==> config.mk <==
export PLATFORM = sky130hd
export DESIGN_NAME = cbc_bus_ctrl
export DESIGN_NICKNAME = d
export VERILOG_FILES = /design/src/core/cbc_pkg.sv /design/src/core/cbc_phase_if.sv /design/src/core/cbc_bus_ctrl.sv /design/src/core/cbc_phase_gen.sv
export SDC_FILE = /design/constraint.sdc
export NUM_CORES = 1
export LEC_CHECK = 0
export ABC_CLOCK_PERIOD_IN_PS = 3800
export CAP_MARGIN = 0
export CORE_MARGIN = 5
export CORE_UTILIZATION = 54
export DETAILED_ROUTE_END_ITERATION = 10
export DONT_BUFFER_PORTS = 1
export GPL_TIMING_DRIVEN = 0
export PLACE_DENSITY = 0.69
export RECOVER_POWER = 25
export SYNTH_ARGS = -nofsm -noshare
export SYNTH_HDL_FRONTEND = slang
export SYNTH_SLANG_ARGS = --single-unit
==> constraint.sdc <==
create_clock -name clk -period 3.8 [get_ports clk]
set_input_delay 0.38 -clock clk [delete_from_list [all_inputs] [get_ports clk]]
set_output_delay 0.38 -clock clk [all_outputs]
set_load 0.005 [all_outputs]
==> src/core/cbc_pkg.sv <==
// shared constants and types of the bus cycle sequencer
package cbc_pkg;

    // bus widths
    localparam int ADDR_W_DEF = 16;
    localparam int DATA_W_DEF = 8;

    // program counter start point and fetch step
    localparam int PC_RESET   = 0;
    localparam int PC_STEP    = 1;

    // the phase counter restarts at phase one
    localparam logic PH_START = 1'b0;

    // kind of machine cycle asked for by the core
    typedef enum logic [2:0] {
        K_FETCH = 3'h0,
        K_MRD   = 3'h1,
        K_MWR   = 3'h2,
        K_IN    = 3'h3,
        K_OUT   = 3'h4,
        K_HALT  = 3'h5
    } cbc_kind_t;

    // bus states of the sequencer
    typedef enum logic [2:0] {
        S_IDLE  = 3'h0,
        S_ONE   = 3'h1,
        S_TWO   = 3'h2,
        S_STALL = 3'h3,
        S_THREE = 3'h4,
        S_HOLD  = 3'h5,
        S_HALT  = 3'h6
    } cbc_state_t;

endpackage : cbc_pkg

==> src/core/cbc_phase_if.sv <==
// two-phase timing strobe shared between the phase generator and the sequencer
`timescale 1ns/10ps
`default_nettype none
interface cbc_phase_if;
    logic ph2;   // high in the second clock of each bus state

    modport gen (output ph2);
    modport rcv (input ph2);
endinterface : cbc_phase_if
`default_nettype wire

==> src/core/cbc_bus_ctrl.sv <==
// bus cycle sequencer: address and data pins, strobes, waits, takeover, interrupt enable
`timescale 1ns/10ps
`default_nettype none
module cbc_bus_ctrl #(
    parameter int ADDR_W = cbc_pkg::ADDR_W_DEF,
    parameter int DATA_W = cbc_pkg::DATA_W_DEF
) (
    // clock and reset
    input  wire logic                  clk,
    input  wire logic                  rst_n,
    // core request side
    input  wire logic                  cyc_req,
    input  wire cbc_pkg::cbc_kind_t    cyc_kind,
    input  wire logic [ADDR_W-1:0]     cyc_addr,
    input  wire logic [DATA_W-1:0]     cyc_wdata,
    input  wire logic [DATA_W-1:0]     cyc_status,
    output logic                       cyc_ack,
    output logic                       cyc_done,
    output logic [DATA_W-1:0]          cyc_rdata,
    // program counter
    input  wire logic                  pc_load,
    input  wire logic [ADDR_W-1:0]     pc_value,
    output logic [ADDR_W-1:0]          pc,
    // instruction events
    input  wire logic                  instr_end,
    input  wire logic                  irq_on_instruction,
    input  wire logic                  irq_off_instruction,
    output logic                       irq_accept,
    // address and data pins
    output logic [ADDR_W-1:0]          addr_out,
    output logic                       addr_oe,
    output logic [DATA_W-1:0]          data_out,
    output logic                       data_oe,
    input  wire logic [DATA_W-1:0]     data_in,
    // control pins
    output logic                       sync_out,
    output logic                       data_input_strobe,
    input  wire logic                  ready_in,
    output logic                       stall_ind,
    output logic                       store_n,
    input  wire logic                  hold_req,
    output logic                       bus_release_ack,
    input  wire logic                  irq_req,
    output logic                       irq_enable_flag
);
    import cbc_pkg::*;

    // widths the address and port logic can serve
    if (ADDR_W != 2 * DATA_W || DATA_W < 1) begin : g_bad_width
        $error("address width must be twice the data width");
    end

    cbc_phase_if ph ();

    cbc_phase_gen u_phase (
        .clk   (clk),
        .rst_n (rst_n),
        .ph    (ph)
    );

    // pin synchronisers
    logic [2:0]        ctl_s1_ff;
    logic [2:0]        ctl_s2_ff;
    logic [DATA_W-1:0] dat_s1_ff;
    logic [DATA_W-1:0] dat_s2_ff;
    logic              ready_s;
    logic              hold_s;
    logic              irq_s;

    // sequencer state
    cbc_state_t        state_ff;
    cbc_state_t        nxt_state;
    cbc_kind_t         kind_ff;
    cbc_kind_t         nxt_kind;
    logic              tick;
    logic              take;
    logic              hold_rec;
    logic              hold_pend_ff;
    logic              halt_ret_ff;
    logic              nxt_ack;
    logic              nxt_float;
    logic              float_ff;
    logic [DATA_W-1:0] wdata_ff;
    logic [ADDR_W-1:0] pc_ff;
    logic              take_irq;
    logic              irq_pend_ff;
    logic              fetch_start;

    // machine cycle kinds that read the data bus
    function automatic logic is_read(input cbc_kind_t k);
        return k == K_FETCH || k == K_MRD || k == K_IN;
    endfunction : is_read

    // machine cycle kinds that drive data out
    function automatic logic is_write(input cbc_kind_t k);
        return k == K_MWR || k == K_OUT;
    endfunction : is_write

    // bus address of a cycle; a port number shows on both halves
    function automatic logic [ADDR_W-1:0] cyc_address(input cbc_kind_t k,
                                                      input logic [ADDR_W-1:0] a,
                                                      input logic [ADDR_W-1:0] p);
        if (k == K_FETCH) begin
            return p;
        end else if (k == K_IN || k == K_OUT) begin
            return {a[DATA_W-1:0], a[DATA_W-1:0]};
        end
        return a;
    endfunction : cyc_address

    // two flip-flops on every pin input before any logic reads it
    always_ff @(posedge clk or negedge rst_n) begin
        if (!rst_n) begin
            ctl_s1_ff <= '0;
            ctl_s2_ff <= '0;
            dat_s1_ff <= '0;
            dat_s2_ff <= '0;
        end else begin
            ctl_s1_ff <= {irq_req, hold_req, ready_in};
            ctl_s2_ff <= ctl_s1_ff;
            dat_s1_ff <= data_in;
            dat_s2_ff <= dat_s1_ff;
        end
    end

    assign ready_s = ctl_s2_ff[0];
    assign hold_s  = ctl_s2_ff[1];
    assign irq_s   = ctl_s2_ff[2];

    // state changes only at the end of phase two
    assign tick     = ph.ph2;
    assign take     = tick && state_ff == S_IDLE && cyc_req;
    assign hold_rec = tick && (state_ff == S_TWO || state_ff == S_STALL)
                      && ready_s && hold_s;

    // interrupt sampled at instruction end, or at a state boundary while halted
    assign take_irq = irq_s && irq_enable_flag && !irq_pend_ff
                      && state_ff != S_HOLD
                      && (instr_end || (state_ff == S_HALT && tick));

    // next bus state
    always_comb begin
        nxt_state = state_ff;
        nxt_kind  = take ? cyc_kind : kind_ff;
        if (tick) begin
            unique case (state_ff)
                S_IDLE: begin
                    if (cyc_req) begin
                        nxt_state = S_ONE;
                    end
                end
                S_ONE: begin
                    nxt_state = S_TWO;
                end
                S_TWO, S_STALL: begin
                    nxt_state = ready_s ? S_THREE : S_STALL;
                end
                S_THREE: begin
                    if (hold_pend_ff) begin
                        nxt_state = S_HOLD;
                    end else if (kind_ff == K_HALT) begin
                        nxt_state = S_HALT;
                    end else begin
                        nxt_state = S_IDLE;
                    end
                end
                S_HOLD: begin
                    if (!hold_s) begin
                        nxt_state = halt_ret_ff ? S_HALT : S_IDLE;
                    end
                end
                S_HALT: begin
                    if (hold_s) begin
                        nxt_state = S_HOLD;
                    end else if (take_irq) begin
                        nxt_state = S_IDLE;
                    end
                end
                default: begin
                    nxt_state = S_IDLE;
                end
            endcase
        end
    end

    // acknowledge from state three on reads, from the hold state after writes
    always_comb begin
        nxt_ack = nxt_state == S_HOLD;
        if (nxt_state == S_THREE) begin
            nxt_ack = state_ff == S_THREE ? bus_release_ack
                                          : hold_rec && is_read(kind_ff);
        end
        nxt_float = nxt_ack && (float_ff || !tick);
    end

    // sequencer registers
    always_ff @(posedge clk or negedge rst_n) begin
        if (!rst_n) begin
            state_ff <= S_IDLE;
            kind_ff  <= K_FETCH;
            wdata_ff <= '0;
        end else begin
            state_ff <= nxt_state;
            kind_ff  <= nxt_kind;
            if (take) begin
                wdata_ff <= cyc_wdata;
            end
        end
    end

    // takeover bookkeeping
    always_ff @(posedge clk or negedge rst_n) begin
        if (!rst_n) begin
            hold_pend_ff    <= 1'b0;
            halt_ret_ff     <= 1'b0;
            bus_release_ack <= 1'b0;
            float_ff        <= 1'b0;
        end else begin
            if (hold_rec) begin
                hold_pend_ff <= 1'b1;
            end else if (nxt_state == S_HOLD) begin
                hold_pend_ff <= 1'b0;
            end
            if (tick && state_ff != S_HOLD && nxt_state == S_HOLD) begin
                halt_ret_ff <= state_ff == S_HALT;
            end
            bus_release_ack <= nxt_ack;
            float_ff        <= nxt_float;
        end
    end

    // pin drivers, all registered; enables and strobes from the next state, address from the request or the program counter, data from the request
    always_ff @(posedge clk or negedge rst_n) begin
        if (!rst_n) begin
            addr_out          <= '0;
            addr_oe           <= 1'b1;
            data_out          <= '0;
            data_oe           <= 1'b0;
            sync_out          <= 1'b0;
            data_input_strobe <= 1'b0;
            stall_ind         <= 1'b0;
            store_n           <= 1'b1;
        end else begin
            if (take) begin
                addr_out <= cyc_address(cyc_kind, cyc_addr, pc_ff);
                data_out <= cyc_status;
            end else if (tick && state_ff == S_ONE) begin
                data_out <= wdata_ff;
            end
            addr_oe  <= !nxt_float;
            data_oe  <= !nxt_float && (nxt_state == S_ONE
                        || (is_write(nxt_kind) && (nxt_state == S_TWO
                        || nxt_state == S_STALL || nxt_state == S_THREE)));
            sync_out <= nxt_state == S_ONE;
            data_input_strobe <= is_read(nxt_kind) && (nxt_state == S_TWO
                                 || nxt_state == S_STALL || nxt_state == S_THREE);
            stall_ind <= nxt_state == S_STALL;
            store_n   <= !(is_write(nxt_kind) && nxt_state == S_THREE);
        end
    end

    // core answers: taken, done with read data
    always_ff @(posedge clk or negedge rst_n) begin
        if (!rst_n) begin
            cyc_ack   <= 1'b0;
            cyc_done  <= 1'b0;
            cyc_rdata <= '0;
        end else begin
            cyc_ack  <= take;
            cyc_done <= tick && state_ff == S_THREE;
            if (tick && state_ff == S_THREE && is_read(kind_ff)) begin
                cyc_rdata <= dat_s2_ff;
            end
        end
    end

    // program counter: cleared by reset, steps on each fetch
    always_ff @(posedge clk or negedge rst_n) begin
        if (!rst_n) begin
            pc_ff <= ADDR_W'(PC_RESET);
        end else if (pc_load) begin
            pc_ff <= pc_value;
        end else if (tick && state_ff == S_THREE && kind_ff == K_FETCH) begin
            pc_ff <= pc_ff + ADDR_W'(PC_STEP);
        end
    end

    assign pc = pc_ff;

    assign fetch_start = take && cyc_kind == K_FETCH;

    // interrupt enable flag; an accepted interrupt clears it when the next fetch starts
    always_ff @(posedge clk or negedge rst_n) begin
        if (!rst_n) begin
            irq_enable_flag <= 1'b0;
            irq_pend_ff     <= 1'b0;
            irq_accept      <= 1'b0;
        end else begin
            irq_accept <= take_irq;
            if (take_irq) begin
                irq_pend_ff <= 1'b1;
            end else if (fetch_start) begin
                irq_pend_ff <= 1'b0;
            end
            if (irq_on_instruction) begin
                irq_enable_flag <= 1'b1;
            end else if (irq_off_instruction || (fetch_start && irq_pend_ff)) begin
                irq_enable_flag <= 1'b0;
            end
        end
    end
endmodule : cbc_bus_ctrl
`default_nettype wire

==> src/core/cbc_phase_gen.sv <==
// phase generator: splits every bus state into phase one and phase two
`timescale 1ns/10ps
`default_nettype none
module cbc_phase_gen (
    // clock and reset
    input  wire logic   clk,
    input  wire logic   rst_n,
    // phase strobe
    cbc_phase_if.gen    ph
);
    import cbc_pkg::*;

    logic ph2_ff;

    // alternate phase one and phase two on every clock
    always_ff @(posedge clk or negedge rst_n) begin
        if (!rst_n) begin
            ph2_ff <= PH_START;
        end else begin
            ph2_ff <= ~ph2_ff;
        end
    end

    assign ph.ph2 = ph2_ff;
endmodule : cbc_phase_gen
`default_nettype wire

==> results.toml <==
[critical_path]
cpMostUsedCell = "buf_4"
crit_path_end = "data_oe$_DFF_PN0_"
worstPathMaxFanout = 10
crit_cells = 9
r2r-end = "data_oe$_DFF_PN0_"
rrSetupSlack_ps = 1730
crit_path_max_incr_delay_ps = 370
worstPathRequired_ps = 4090
path_cells = "buf_4 -> buf_4 -> nor2b_1 -> nand3_1 -> clkbuf_1 -> nor3_1 -> a31oi_1 -> or3_1 -> o211ai_2"
reg2reg_from = "state_ff[2]$_DFF_PN0_"
cp.arrival_ps = 2370
critPathBufInv = 3
cp_top_family = "simple AND/OR/NAND/NOR gates"
slowest_stage = "dfrtp_1"
criticalPathCategory = "flop to flop"
r2r_cells = 9
critPathCaptureType = "flop"
startpoint = "state_ff[2]$_DFF_PN0_"
start_kind = "flop"

[pwr]
vdd_drop_max_mv = 0.249
p_sw_frac = 0.372
clkPwrFrac = 0.200
internal-power_w = 0.00203
combPwrFrac = 0.301
power.density_nw_per_um2 = 672
p_seq_frac = 0.499
power.switching_w = 0.00120
leakagePower_nw = 2.07

[cts]
h-tree-depth = 3
cts_tree = "built"
cts.sinks = 100
cts_made_buffers = 9
path_clk_slew_ps = 100
cts_setup_buffers = 0
root_buffer = "clkbuf_8"
clk_path_buf_depth = 2
insertion_delay_ps = 360

[die]
std_cell_rows = 33
coreArea_um2 = 8130
initial_core_util = 0.547
die_area_um2 = 10200
ios = 128
die_x_um = 101
die_y_um = 101

[cells_and_area]
mostFrequentLayoutCell = "dfrtp_1"
n_antenna_cell = 0
final_util = 0.591
drive_gt1_frac = 0.120
areaGrowthSynthToFinish_pct = 7.98
layout_common_cells = "dfrtp_1 (98), nand2_1 (88), o21ai_0 (49)"
nets = 515
final_cells = 555
fillerInstances = 688

[yosys]
yosysTopAreaCell = "dfrtp_1"
syn_inst = 432
synth_edf_count = 0
synth_top_family_by_area = "simple AND/OR/NAND/NOR gates"
synth_top_cell_area_share = 0.551
yosys.area_share.simple = 0.170
ys_types = 55
synth_ff_type = "dfrtp_1"
synthXorXnorAreaFrac = 0.0374
async_flop_share = 1.00
synthMuxAreaShare = 0.0483
ys_top_cells_by_area = "dfrtp_1 (55%), nand2_1 (7.4%), o21ai_0 (5.5%)"
syn-cell-area_um2 = 4450
yosys_warnings = 0
syn-num-nets = 502
synthAdderAreaFrac = 0.00281
yosysSeqAreaShare = 0.563
avgSynthCellArea_um2 = 10.3
synth_seq_cells = 100
synth-compound-area-share = 0.143

[placed_design]
gp_congestion = 0.857
dp_worst_setup_slack_ps = 1720
numPortBuffers = 0
place_hpwl_um = 7660
placed_cells = 537

[global_routing]
grt_max_degree = 101
overflow = 0
grt_first_pass_wirelength_um = 16400
track_usage = 0.209
grt_pass1_vias = 3140
antenna_found_initial = 0

[sta]
slew_headroom = 0.636
fmax_ghz = 0.482
fin_crit_sh = 0.545
min_period_ps = 2070
report.final.setup_viol = 0
tns_ps = 0
finalMaxSlewViolations = 0
tightest_slew_ps = 542
clock_skew_ps = 9.68
fin_ws_ps = 1730
rsz0062_at_grt = "no"
hold_viol = 0

[routing]
vias = 3221
final_antenna_net_count = 0
vias_per_cell = 5.80
drc_errors = 0
drtPass1Iterations = 5
post_drt_wl_per_cell_um = 18.6
detail_route.wirelength_um = 10300
drt-initial-drc-count = 170

[worst_hold_path]
hold_path_class = "input port to flop"

[job]
drv_cap = 0

[outcome]
outcome = "finished clean"
==> stage by stage <==
step / total power (W) / hold slack (ps) / instance area (um^2)
after floorplan: 0.00234 / 84.4 / 4450
after CTS: 0.00327 / 10.0 / 4810
after global placement: 0.00256 / 86.7 / 4580
final: 0.00323 / 34.1 / 4810
after detailed placement: 0.00260 / 86.9 / 4580
after global routing: 0.00348 / 0.0955 / 4810
==> cell type report <==
class / instances / area, um^2 / share of cell area
flip-flops and latches: 100 / 2500 / 0.521
plain buffers: 23 / 116 / 0.0242
multi-input cells: 297 / 1790 / 0.372
clock inverters: 7 / 62.6 / 0.0130
well taps: 105 / 131 / 0.0273
repair buffers: 2 / 37.5 / 0.00781
inverters: 12 / 45.0 / 0.00937
clock buffers: 9 / 124 / 0.0258
==> sequential cells by signal (all words and copies together), names as in the netlist, 3 cells and up <==
signal,cells
state_ff,3
data_out,8
addr_out,16
ctl_s2_ff,3
wdata_ff,8
kind_ff,3
pc,16
dat_s2_ff,8
dat_s1_ff,8
cyc_rdata,8
ctl_s1_ff,3
==> what timing repair did <==
item,CTS,global route
endpoints found under the hold margin,100,0
resized for setup,0,0
hold buffers,2,0
==> how the worst min path moves through the flow <==
stage	end	cells past startpoint	start	slack, ps
2_1_floorplan	addr_out[0]$_DFFE_PN0P_	0	rst_n	80
3_3_place_gp	dat_s2_ff[5]$_DFF_PN0_	0	rst_n	90
3_5_place_dp	cyc_rdata[7]$_DFFE_PN0P_	0	rst_n	90
4_1_cts	dat_s1_ff[5]$_DFF_PN0_	0	data_in[5]	10
5_1_grt	dat_s1_ff[3]$_DFF_PN0_	0	data_in[3]	0.1
6_report	dat_s1_ff[3]$_DFF_PN0_	0	data_in[3]	30
==> cells by family (layout without fill, tap and decap cells) <==
group | count (synthesis) | count (layout)
DFF | 100 | 100
xor gates and xnor gates | 19 | 19
muxes | 20 | 20
buffers and inverters | 35 | 53
AOI/OAI and AO/OA | 100 | 100
and+or+nand+nor | 157 | 157
adders and majority gates | 1 | 1
==> Yosys cell counts, types with 3 or more instances <==
| library cell | number |
|---|---|
| nor2_1 | 19 |
| nor3_1 | 5 |
| mux2i_1 | 11 |
| nand2_1 | 88 |
| or3_1 | 4 |
| o21ai_0 | 49 |
| a31oi_1 | 11 |
| dfrtp_1 | 98 |
| o22ai_1 | 8 |
| o21ai_1 | 4 |
| nand3_1 | 5 |
| buf_2 | 3 |
| a21oi_1 | 4 |
| inv_1 | 10 |
| nand2b_1 | 9 |
| nor3_2 | 3 |
| xnor2_1 | 10 |
| xor2_1 | 9 |
| nor2b_1 | 5 |
| mux2_2 | 8 |
| clkbuf_1 | 14 |
| nand4_1 | 5 |
| buf_4 | 3 |
| o311ai_0 | 8 |
==> power by group through the flow <==
stage,sequential [W],combinational (W),clock (W)
global placement,0.00163,0.000929,0
global route,0.00165,0.00112,0.000711
finish,0.00161,0.000972,0.000648
CTS,0.00162,0.000980,0.000670
detailed placement,0.00164,0.000956,0
floorplan,0.00156,0.000777,0
==> worst reg2reg max path, stage by stage, from the launching register on <==
cell      delay, ps
dfrtp_1         370
buf_4           160
buf_4           170
nor2b_1         170
nand3_1         120
clkbuf_1        240
nor3_1          240
a31oi_1         100
or3_1           360
o211ai_2         80
==> routing by layer <==
layer,share of wire,up-vias,track usage
met1,0.44,1554,0.296
li1,-,1531,-
met2,0.45,126,0.304
met5,0,-,0
met3,0.098,10,0.0602
met4,0.013,0,0.0788
(Power assumes the default switching activity.)
